$ cat src/hw/restart_pkg.sv
package restart_pkg;
	// ------------------------------------------------------------
	// Timing
	// ------------------------------------------------------------
	localparam int unsigned CLK_HZ = 125_000_000;
	localparam int unsigned TICK_HZ = 1000;
	localparam int unsigned TICK_DIV = CLK_HZ / TICK_HZ;
	localparam int unsigned PRESS_MIN_MS = 150;
	localparam int unsigned PRESS_MAX_MS = 4000;
	localparam int unsigned SEQ_GAP_MS = 4000;
	localparam int unsigned OVR_LONG_S = 120;
	localparam int unsigned OVR_SHORT_S = 5;
	localparam int unsigned OVR_LONG_MS = OVR_LONG_S * 1000;
	localparam int unsigned OVR_SHORT_MS = OVR_SHORT_S * 1000;
	localparam int unsigned MS_W = 17;
	localparam int unsigned DIV_W = 17;

	// ------------------------------------------------------------
	// Types
	// ------------------------------------------------------------
	typedef enum logic [2:0] {
		ST_LOCKED,
		ST_RUN,
		ST_MUTE_FAULT,
		ST_MUTE_GAP,
		ST_OVERRIDE,
		ST_OVR_VALID
	} state_t;

	typedef struct packed {
		logic beam_clear;
		logic mute_fault;
		logic mute_valid;
		logic seq_two_sensor;
	} sense_t;

	typedef struct packed {
		logic red;
		logic yellow;
		logic green;
		logic mute_steady;
		logic mute_flash;
	} lamps_t;
endpackage

$ cat src/hw/restart_interlock_button_logic.sv
`timescale 1ns/10ps
`default_nettype none
module restart_interlock_button_logic
	import restart_pkg::*;
#(
	parameter int unsigned TICK_CYCLES = TICK_DIV
)
(
	input wire logic CORE_CLK,
	input wire logic RST_B,
	input wire logic BUTTON,
	input wire logic CTRL_RESTART,
	input wire sense_t SENSE,
	output logic SAFETY_SWITCHING_OUTPUTS,
	output lamps_t LAMPS
);
	// ------------------------------------------------------------
	// Millisecond tick
	// ------------------------------------------------------------
	logic [DIV_W-1:0] div_r, div_nxt;
	logic tick_r, tick_nxt;

	always_comb begin
		tick_nxt = 1'b0;
		div_nxt = div_r + 1'b1;
		if (div_r == DIV_W'(TICK_CYCLES - 1)) begin
			div_nxt = '0;
			tick_nxt = 1'b1;
		end
	end

	always_ff @(posedge CORE_CLK or negedge RST_B) begin
		if (!RST_B) begin
			div_r <= '0;
			tick_r <= 1'b0;
		end else begin
			div_r <= div_nxt;
			tick_r <= tick_nxt;
		end
	end

	// ------------------------------------------------------------
	// Button edges
	// ------------------------------------------------------------
	logic btn_r, btn_nxt;
	logic press, rel_edge;

	always_comb begin
		btn_nxt = BUTTON | CTRL_RESTART;
	end

	always_ff @(posedge CORE_CLK or negedge RST_B) begin
		if (!RST_B) begin
			btn_r <= 1'b0;
		end else begin
			btn_r <= btn_nxt;
		end
	end

	assign press = btn_nxt & ~btn_r;
	assign rel_edge = ~btn_nxt & btn_r;

	// ------------------------------------------------------------
	// Sequencer
	// ------------------------------------------------------------
	state_t state_r, state_nxt;
	logic [MS_W-1:0] ms_r, ms_nxt;
	logic ovr_short_r, ovr_short_nxt;
	logic out_r, out_nxt;
	lamps_t lamps_r, lamps_nxt;
	logic [8:0] blink_r, blink_nxt;
	logic held_ok;
	logic ovr_expired;
	logic gap_expired;
	logic [MS_W-1:0] ovr_limit;

	// Count saturates so a stuck button cannot wrap into the window
	always_comb begin
		held_ok = 1'b0;
		if ((ms_r >= MS_W'(PRESS_MIN_MS)) && (ms_r <= MS_W'(PRESS_MAX_MS))) begin
			held_ok = 1'b1;
		end
		// Limit chosen at the second press; later mode changes do not stretch it
		ovr_limit = MS_W'(OVR_LONG_MS);
		if (ovr_short_r) begin
			ovr_limit = MS_W'(OVR_SHORT_MS);
		end
		ovr_expired = (ms_r >= ovr_limit);
		gap_expired = (ms_r > MS_W'(SEQ_GAP_MS));
	end

	always_comb begin
		state_nxt = state_r;
		ovr_short_nxt = ovr_short_r;
		ms_nxt = ms_r;
		if (tick_r && ms_r != '1) begin
			ms_nxt = ms_r + 1'b1;
		end
		if (press || rel_edge) begin
			ms_nxt = '0;
		end
		case (state_r)
			ST_LOCKED: begin
				if (rel_edge && held_ok) begin
					state_nxt = ST_RUN;
				end
				// Short or overlong press just restarts timing
			end
			ST_RUN: begin
				if (SENSE.mute_fault) begin
					state_nxt = ST_MUTE_FAULT;
				end else if (!SENSE.beam_clear && !SENSE.mute_valid) begin
					state_nxt = ST_LOCKED;
				end
			end
			ST_MUTE_FAULT: begin
				if (rel_edge) begin
					state_nxt = held_ok ? ST_MUTE_GAP : ST_MUTE_FAULT;
				end
			end
			ST_MUTE_GAP: begin
				if (press) begin
					state_nxt = ST_OVERRIDE;
					ovr_short_nxt = SENSE.seq_two_sensor;
				end else if (gap_expired) begin
					state_nxt = ST_MUTE_FAULT;
				end
			end
			ST_OVERRIDE: begin
				if (SENSE.mute_valid) begin
					state_nxt = ST_OVR_VALID;
				end else if (rel_edge || ovr_expired) begin
					state_nxt = ST_LOCKED;
				end
			end
			ST_OVR_VALID: begin
				if (!btn_nxt) begin
					state_nxt = SENSE.mute_valid ? ST_RUN : ST_LOCKED;
				end
			end
			default: begin
				state_nxt = ST_LOCKED;
			end
		endcase
	end

	always_ff @(posedge CORE_CLK or negedge RST_B) begin
		if (!RST_B) begin
			state_r <= ST_LOCKED;
			ms_r <= '0;
			ovr_short_r <= 1'b0;
		end else begin
			state_r <= state_nxt;
			ms_r <= ms_nxt;
			ovr_short_r <= ovr_short_nxt;
		end
	end

	// ------------------------------------------------------------
	// Indicators and output enable
	// ------------------------------------------------------------
	// Decoded from next state so lamps and outputs switch on one edge
	always_comb begin
		blink_nxt = blink_r;
		if (tick_r) begin
			blink_nxt = blink_r + 1'b1;
		end
		out_nxt = 1'b0;
		if ((state_nxt == ST_RUN) || (state_nxt == ST_OVERRIDE)
			|| (state_nxt == ST_OVR_VALID)) begin
			out_nxt = 1'b1;
		end
		lamps_nxt = '0;
		lamps_nxt.green = out_nxt;
		if (state_nxt == ST_LOCKED) begin
			lamps_nxt.red = 1'b1;
			lamps_nxt.yellow = SENSE.beam_clear;
		end else if (!out_nxt) begin
			// Muting fault states keep the machine stopped
			lamps_nxt.red = 1'b1;
		end
		if ((state_nxt == ST_MUTE_FAULT) || (state_nxt == ST_MUTE_GAP)) begin
			lamps_nxt.mute_flash = blink_r[8];
		end
		lamps_nxt.mute_steady = out_nxt && SENSE.mute_valid;
	end

	always_ff @(posedge CORE_CLK or negedge RST_B) begin
		if (!RST_B) begin
			out_r <= 1'b0;
			lamps_r <= '0;
			blink_r <= '0;
		end else begin
			out_r <= out_nxt;
			lamps_r <= lamps_nxt;
			blink_r <= blink_nxt;
		end
	end

	// ------------------------------------------------------------
	// Outputs
	// ------------------------------------------------------------
	// Straight from flops so no decode glitch reaches the switching stage

	assign SAFETY_SWITCHING_OUTPUTS = out_r;
	assign LAMPS = lamps_r;
endmodule
`default_nettype wire

$ cat config.mk
export PLATFORM = sky130hd
export DESIGN_NAME = restart_interlock_button_logic
export DESIGN_NICKNAME = d
export VERILOG_FILES = /design/src/hw/restart_pkg.sv /design/src/hw/restart_interlock_button_logic.sv
export SDC_FILE = /design/constraint.sdc
export NUM_CORES = 1
export LEC_CHECK = 0
export ABC_CLOCK_PERIOD_IN_PS = 2600
export BUFFER_PORTS_ARGS = -buffer_cell sky130_fd_sc_hd__buf_2
export CAP_MARGIN = 40
export CORE_MARGIN = 3
export CORE_UTILIZATION = 47
export CTS_CLUSTER_DIAMETER = 100
export DETAILED_ROUTE_END_ITERATION = 10
export PLACE_DENSITY_LB_ADDON = 0.08
export SLEW_MARGIN = 30
export SYNTH_ARGS = -nofsm -noshare
export SYNTH_HDL_FRONTEND = slang
export SYNTH_SLANG_ARGS = --single-unit
export TNS_END_PERCENT = 50
$ cat constraint.sdc
create_clock -name CORE_CLK -period 2.6 [get_ports CORE_CLK]
set_input_delay 0.39 -clock CORE_CLK [delete_from_list [all_inputs] [get_ports CORE_CLK]]
set_output_delay 0.39 -clock CORE_CLK [all_outputs]
set_load 0.01 [all_outputs]
==> results.tsv, run 1 <==
stage	metric	value	unit
placement	port_buffers	13	
route	wl_per_cell	13.6	µm
setup_path	startpoint_type	flip-flop	
setup_path	r2r_slack	210	ps
floorplanning	die_x	84.0	µm
synthesis	synth_xor_area_share	10.7	%
grt	grt_pass1_vias	1949	
clock_tree	cts_setup_buffers	0	
setup_path	worstPathMaxFanout	6	
clock_tree	cts_hold_buf	0	
clock_tree	cts_buffer_depth	2	
job	max-cap-violations	0	
sta	setup_viol	0	
floorplanning	pin_count	14	
sta	slew_viol_final	0	
synthesis	yosys.area_share.adder	6.56	%
pwr	p_seq_share	52.5	%
clock_tree	clk_latency	310	ps
synthesis	yosys.area_share.simple	24.6	%
pwr	swShare	27.5	%
clock_tree	root_buffer	clkbuf_8	
sta	hold_viol	0	
sta	grt_setup_unrepaired	false	
route	viasPerCell	5.36	
sta	fin_crit_sh	91.8	%
grt	track_usage	15.7	%
layout	antennaDiodeCount	0	
synthesis	synth_compound_area_share	6.95	%
placement	place_congestion	0.811	
clock_tree	post_cts_resize_count	0	
synthesis	syn_area	2860	µm²
sta	tightest_slew	681	ps
grt	overflow	0	
clock_tree	ctsHtreeMaxLevel	2	
setup_path	crit_start	ms_r[1]	
synthesis	ys_seq_area_share	47.2	%
floorplanning	die_h	84.0	µm
pwr	pwr-share-clk	30.5	%
synthesis	synth_nets	306	
clock_tree	clk_pin_slew_worst_paths	100	ps
floorplanning	fp.coreArea	5710	µm²
route	post-route-drc-count	0	
setup_path	critPathCaptureType	flip-flop	
grt	grt_pass1_wl	9140	µm
placement	dp.cells	367	
synthesis	synth_area_per_cell	10.1	µm²
route	num_vias	2010	
setup_path	critical_path_arrival	2600	ps
synthesis	yosys-top-cells-area	dfrtp_1 47%, xnor2_1 7.0%, ha_1 6.6%	
grt	antenna_found_initial	0	
pwr	p_per_area	575	nW/µm²
pwr	ir_drop	0.000329	V
sta	relSlewSlack	54.6	%
synthesis	synth-seq-cells	54	
synthesis	yosysUniqueCellTypes	44	
clock_tree	cts.sink_count	54	
synthesis	yosys.area.top_type	dfrtp_1	
synthesis	yosysWarnings	0	
setup_path	r2r-start	ms_r[1]	
sta	fin_setup_tns	0	ps
sta	clock_skew	17.2	ps
layout	drive_gt1_share	11.9	%
pwr	power_frac_comb	17.0	%
route	drtIter0Drc	79	
layout	area_delta_synth_final	9.48	%
floorplanning	initial_utilization	50.1	%
sta	timing.fmax	419	MHz
synthesis	synth_top_family_by_area	simple AND/OR/NAND/NOR gates	
clock_tree	cts_tree	yes	
layout	nNetsFinal	325	
setup_path	critPathRequiredTime	2810	ps
setup_path	crit_type	flip-flop to flip-flop	
floorplanning	rows	27	
synthesis	synth.top_cell.area_share	47.2	%
route	ant_nets	0	
sta	finalCriticalPeriod	2390	ps
clock_tree	cts_buffers	5	
placement	dpl.hpwl	3660	µm
pwr	p_switching	0.000496	W
status	status	completed	
layout	instances_no_fill	375	
synthesis	syn_inst	283	
pwr	total_power	0.00180	W
floorplanning	die-area	7060	µm²
synthesis	synthMuxAreaShare	1.14	%
pwr	internal-power	0.00131	W
route	drt-pass1-iter-count	4	
pwr	p_leak	1.49	nW
grt	grt_start_max_net_pins	55	
route	routed_wl	5120	µm
hold_path	hold_class	primary input to asynchronous set/reset pin	
[cells in the final DEF, fill, tap and decap left out, types with 2 or more instances in the layout]
master    Yosys  final
dfrtp_1      54     54
nand2_1      27     27
xnor2_1      23     23
nand3_1      17     17
nor2_1       17     17
ha_1         15     15
and2_1       14     14
buf_2         3     13
xor2_1       12     12
nand4_1      11     11
inv_1        10     10
nor3_1        8      8
nor4_1        7      7
buf_4         3      7
nand2b_1      5      5
a21oi_1       5      5
and3_1        5      5
o21ai_0       5      5
clkbuf_8      0      5
or2_2         4      4
nor2b_1       4      4
a21o_1        3      3
a21boi_0      3      3
nand3b_1      2      2
nand4b_1      2      2
a211o_1       2      2
o211a_1       2      2
mux2_2        2      2
clkinv_2      0      2
[per-layer routing]
layer / vias up / global-route usage [%] / share of wire, %
met5: - / 0 / 0
met4: 0 / 3.95 / 1.1
met3: 7 / 2.96 / 2.1
met2: 22 / 25.4 / 48
met1: 958 / 21.6 / 48
li1: 1023 / - / -
[cell families (layout without fill, tap and decap cells)]
kind of cell / Yosys count / in the layout
XOR/XNOR: 35 / 35
flip-flops: 54 / 54
buffers and inverters: 18 / 38
multiplexers: 3 / 3
AO/OA/AOI/OAI: 29 / 29
AND/OR/NAND/NOR: 129 / 129
adder cells (fa/ha/maj): 15 / 15
[synth_stat cells]
| cell type | count |
|---|---|
| o211ai_1 | 1 |
| nand4bb_1 | 1 |
| nor4_1 | 7 |
| or3_1 | 1 |
| and2_1 | 14 |
| nand3b_1 | 2 |
| and3_1 | 5 |
| nand4b_1 | 2 |
| a21o_1 | 3 |
| a211oi_1 | 1 |
| nor4_2 | 1 |
| a31oi_1 | 1 |
| ha_1 | 15 |
| a211o_1 | 2 |
| o31ai_1 | 1 |
| o21ai_0 | 5 |
| nor4b_1 | 1 |
| mux2_2 | 2 |
| xnor2_1 | 23 |
| inv_1 | 10 |
| o32a_1 | 1 |
| xor2_1 | 12 |
| o22ai_1 | 1 |
| or2_2 | 4 |
| o211a_1 | 2 |
| buf_4 | 3 |
| o21a_1 | 1 |
| nor2_1 | 17 |
| nand2b_1 | 5 |
| o2bb2ai_1 | 1 |
| a21boi_0 | 3 |
| nand2_1 | 27 |
| nor4_4 | 1 |
| nand4_1 | 11 |
| nor3b_1 | 1 |
| mux2i_1 | 1 |
| nand3_1 | 17 |
| buf_2 | 3 |
| clkbuf_1 | 2 |
| nor2b_1 | 4 |
| a21oi_1 | 5 |
| dfrtp_1 | 54 |
| o21ai_1 | 1 |
| nor3_1 | 8 |
[state kept, by name, indices dropped and copies added (netlist names)]
name and count:
LAMPS 5, state_r 3, tick_r 1, div_r 17
ms_r 17, btn_r 1, ovr_short_r 1, blink_r 9
[final timing paths]
check	to	cells after the start
min in group CORE_CLK	ovr_short_r	2
setup / recovery	ms_r[13]	11
hold / removal	ms_r[5]	2
setup reg to reg	ms_r[13]	11
hold reg to reg	blink_r[8]	1
max in group asynchronous	tick_r	2
[power by group through the flow]
stage	Sequential (W)	Combinational [W]	Clock (W)
after floorplan	0.000952	0.000224	0
after global placement	0.000966	0.000303	0
after detailed placement	0.000965	0.000311	0
after CTS	0.000948	0.000313	0.000573
after global routing	0.000959	0.000350	0.000605
final	0.000947	0.000306	0.000550
[metrics by stage]
| stage | hold WS (ps) | util (%) | instance area (µm²) | setup WS [ps] |
|---|---|---|---|---|
| final | 197 | 54.9 | 3130 | 212 |
| after global routing | 246 | 54.9 | 3130 | 11.9 |
| after CTS | 229 | 54.9 | 3130 | 218 |
| after detailed placement | 461 | 53.0 | 3030 | 239 |
| after global placement | 454 | 53.0 | 3030 | 290 |
| after floorplan | 94.4 | - | 2860 | 445 |
[area by class of cell]
class                   instances  area, µm²
multi-input cells             211       1430
repair buffers                 20        118
inverters                      10       37.5
well taps                      72       90.1
flip-flops and latches         54       1350
clock inverters                 3       40.0
fillers                       547       2570
clock buffers                   5       68.8
[worst max-delay path, stage by stage (launching register included)]
cell	delay [ps]
dfrtp_1	440
ha_1	220
nand2_1	80
or2_2	300
nor4_1	240
ha_1	200
nand2b_1	220
nor3_1	100
buf_4	160
nand4_1	110
xnor2_1	70
and2_1	150
Power figures use the tool's default switching activity.
==> run 2: changes to the inputs <==
- BUFFER_PORTS_ARGS: -buffer_cell sky130_fd_sc_hd__buf_2 -> -buffer_cell sky130_fd_sc_hd__buf_4
==> run 2 against run 1 <==
  * Clock skew decreased by 5.4 ps
  * Routed wire length increased by 1.5%
  * Flip-flop and latch count unchanged
  * Hold slack got worse by 110 ps
  * Sequential share of layout area decreased by 0.51 points
  * Total power increased by 4.3%
  * First-iteration DRC count increased by 28%
  * Via count decreased by 0.30%
  * Register-to-register slack improved by 30 ps
  * Highest routed layer unchanged
  * Largest cell class unchanged
  * Cell area increased by 1.2%
==> results.tsv, run 2 (synthesized netlist as in run 1, its figures left out) <==
stage	metric	value	unit	change
floorplanning	die-area	7060	µm²	unchanged
placement	dpl.hpwl	3710	µm	+1.5%
sta	clock_skew	11.8	ps	-5.42 ps
pwr	total_power	0.00188	W	+4.3%
pwr	p_per_area	593	nW/µm²	+3.1%
layout	layout_common_cells	54 x dfrtp_1, 27 x nand2_1, 23 x xnor2_1		
setup_path	crit_chain	ha_1 > nand2_1 > or2_2 > nor4_1 > ha_1 > nand2b_1 > nor3_1 > buf_4 > nand4_1 > xnor2_1 > and2_1		
grt	grt_pass1_wl	8980	µm	-1.7%
hold_path	hold_class	primary input to asynchronous set/reset pin		
route	post-route-drc-count	0		unchanged
clock_tree	cts_buffer_depth	2		unchanged
sta	fin_setup_tns	0	ps	unchanged
sta	setup_viol	0		unchanged
route	num_vias	2004		-0.30%
layout	largestRegisters	div_r: 17 flops, ms_r: 17 flops, blink_r: 9 flops		
clock_tree	cts.sink_count	54		unchanged
grt	antenna_found_initial	0		unchanged
floorplanning	initial_utilization	50.1	%	unchanged
clock_tree	cts_setup_buffers	0		unchanged
setup_path	critPathCaptureType	flip-flop		
grt	overflow	0		unchanged
setup_path	crit_path_frequent_cell	ha_1		
status	status	completed		
setup_path	critPathRequiredTime	2820	ps	about the same
clock_tree	post_cts_resize_count	0		unchanged
route	drtIter0Drc	101		+28%
grt	grt_pass1_vias	1890		-3.0%
setup_path	slowest_delay	450	ps	about the same
setup_path	startpoint_type	flip-flop		
layout	nNetsFinal	324		-0.31%
clock_tree	ctsHtreeMaxLevel	2		unchanged
sta	relSlewSlack	54.2	%	-0.37 points
job	max-cap-violations	0		unchanged
floorplanning	fp.coreArea	5710	µm²	unchanged
placement	dp.cells	366		-0.27%
sta	hold_viol	0		unchanged
clock_tree	cts_tree	yes		
floorplanning	die_h	84.0	µm	unchanged
placement	place_congestion	0.811		-0.11%
setup_path	crit_slowest_cell	dfrtp_1		
sta	slew_viol_final	0		unchanged
setup_path	critical_path_arrival	2570	ps	-30 ps
floorplanning	pin_count	14		unchanged
layout	antennaDiodeCount	0		unchanged
setup_path	worstPathMaxFanout	6		unchanged
sta	finalCriticalPeriod	2360	ps	-28.7 ps
clock_tree	cts_buffers	5		unchanged
grt	grt_start_max_net_pins	55		unchanged
pwr	p_leak	1.50	nW	+0.59%
floorplanning	die_x	84.0	µm	unchanged
grt	track_usage	15.6	%	-0.055 points
route	ant_nets	0		unchanged
layout	fillers	562		+2.7%
sta	fin_crit_sh	90.7	%	-1.1 points
layout	instances_no_fill	374		-0.27%
route	routed_wl	5200	µm	+1.5%
sta	timing.fmax	424	MHz	+1.2%
route	drt-pass1-iter-count	4		unchanged
setup_path	crit_type	flip-flop to flip-flop		
clock_tree	cts_hold_buf	0		unchanged
clock_tree	clk_latency	310	ps	about the same
clock_tree	root_buffer	clkbuf_8		
sta	tightest_slew	687	ps	+5.54 ps
placement	port_buffers	13		unchanged
layout	area_delta_synth_final	10.8	%	
clock_tree	clk_pin_slew_worst_paths	110	ps	about the same
route	viasPerCell	5.36		about the same
pwr	ir_drop	0.000410	V	+24%
route	wl_per_cell	13.9	µm	+1.8%
layout	final_common_cell	dfrtp_1		
floorplanning	rows	27		unchanged
layout	drive_gt1_share	11.6	%	-0.29 points
sta	grt_setup_unrepaired	false		
==> run 2: layout make-up <==
type / instances / area, µm² / area share [%]
well taps: 72 / 90.1 / 2.84
clock buffers: 6 / 82.6 / 2.60
multi-input cells: 211 / 1430 / 45.0
repair buffers: 19 / 143 / 4.50
flip-flops and latches: 54 / 1350 / 42.6
inverters: 10 / 37.5 / 1.18
clock inverters: 2 / 38.8 / 1.22
==> run 2: stage by stage <==
stage	setup slack, ps	utilization [%]	hold slack (ps)	area, µm²
finish	241	55.6	90.0	3170
global route	12.1	55.6	149	3170
CTS	227	55.6	139	3170
detailed placement	241	53.4	455	3050
global placement	296	53.4	455	3050
floorplan	445	-	94.4	2860
==> run 2: worst paths after layout <==
path	depth (start not counted)	from	slack (ps)	endpoint
worst max-delay path	11	ms_r[1]	240	ms_r[13]
worst min-delay path	1	RST_B	90	ms_r[5]
worst max register to register	11	ms_r[1]	240	ms_r[13]
max in group asynchronous	1	RST_B	2030	blink_r[5]
min in group CORE_CLK	3	SENSE[3]	300	LAMPS[3]
worst min register to register	1	blink_r[8]	470	blink_r[8]
==> run 2: critical path, delay by kind of cell (launching register included) <==
family	cells	cell delay, ps
AND/OR/NAND/NOR	7	1170
flip-flops	1	450
adder cells (fa/ha/maj)	2	420
buffers and inverters	1	160
XOR/XNOR	1	60
==> run 2: power by group <==
part / internal, W / switching, W / total (W)
clock: 0.000317 / 0.000292 / 0.000610
sequential: 0.000891 / 0.0000592 / 0.000950
combinational: 0.000150 / 0.000171 / 0.000321
==> run 2: layer usage <==
layer | wire length, µm | global-route usage, %
met5 | 0 | 0
met1 | 2510 | 22.1
met4 | 56 | 3.95
met2 | 2490 | 24.4
met3 | 140 | 3.36
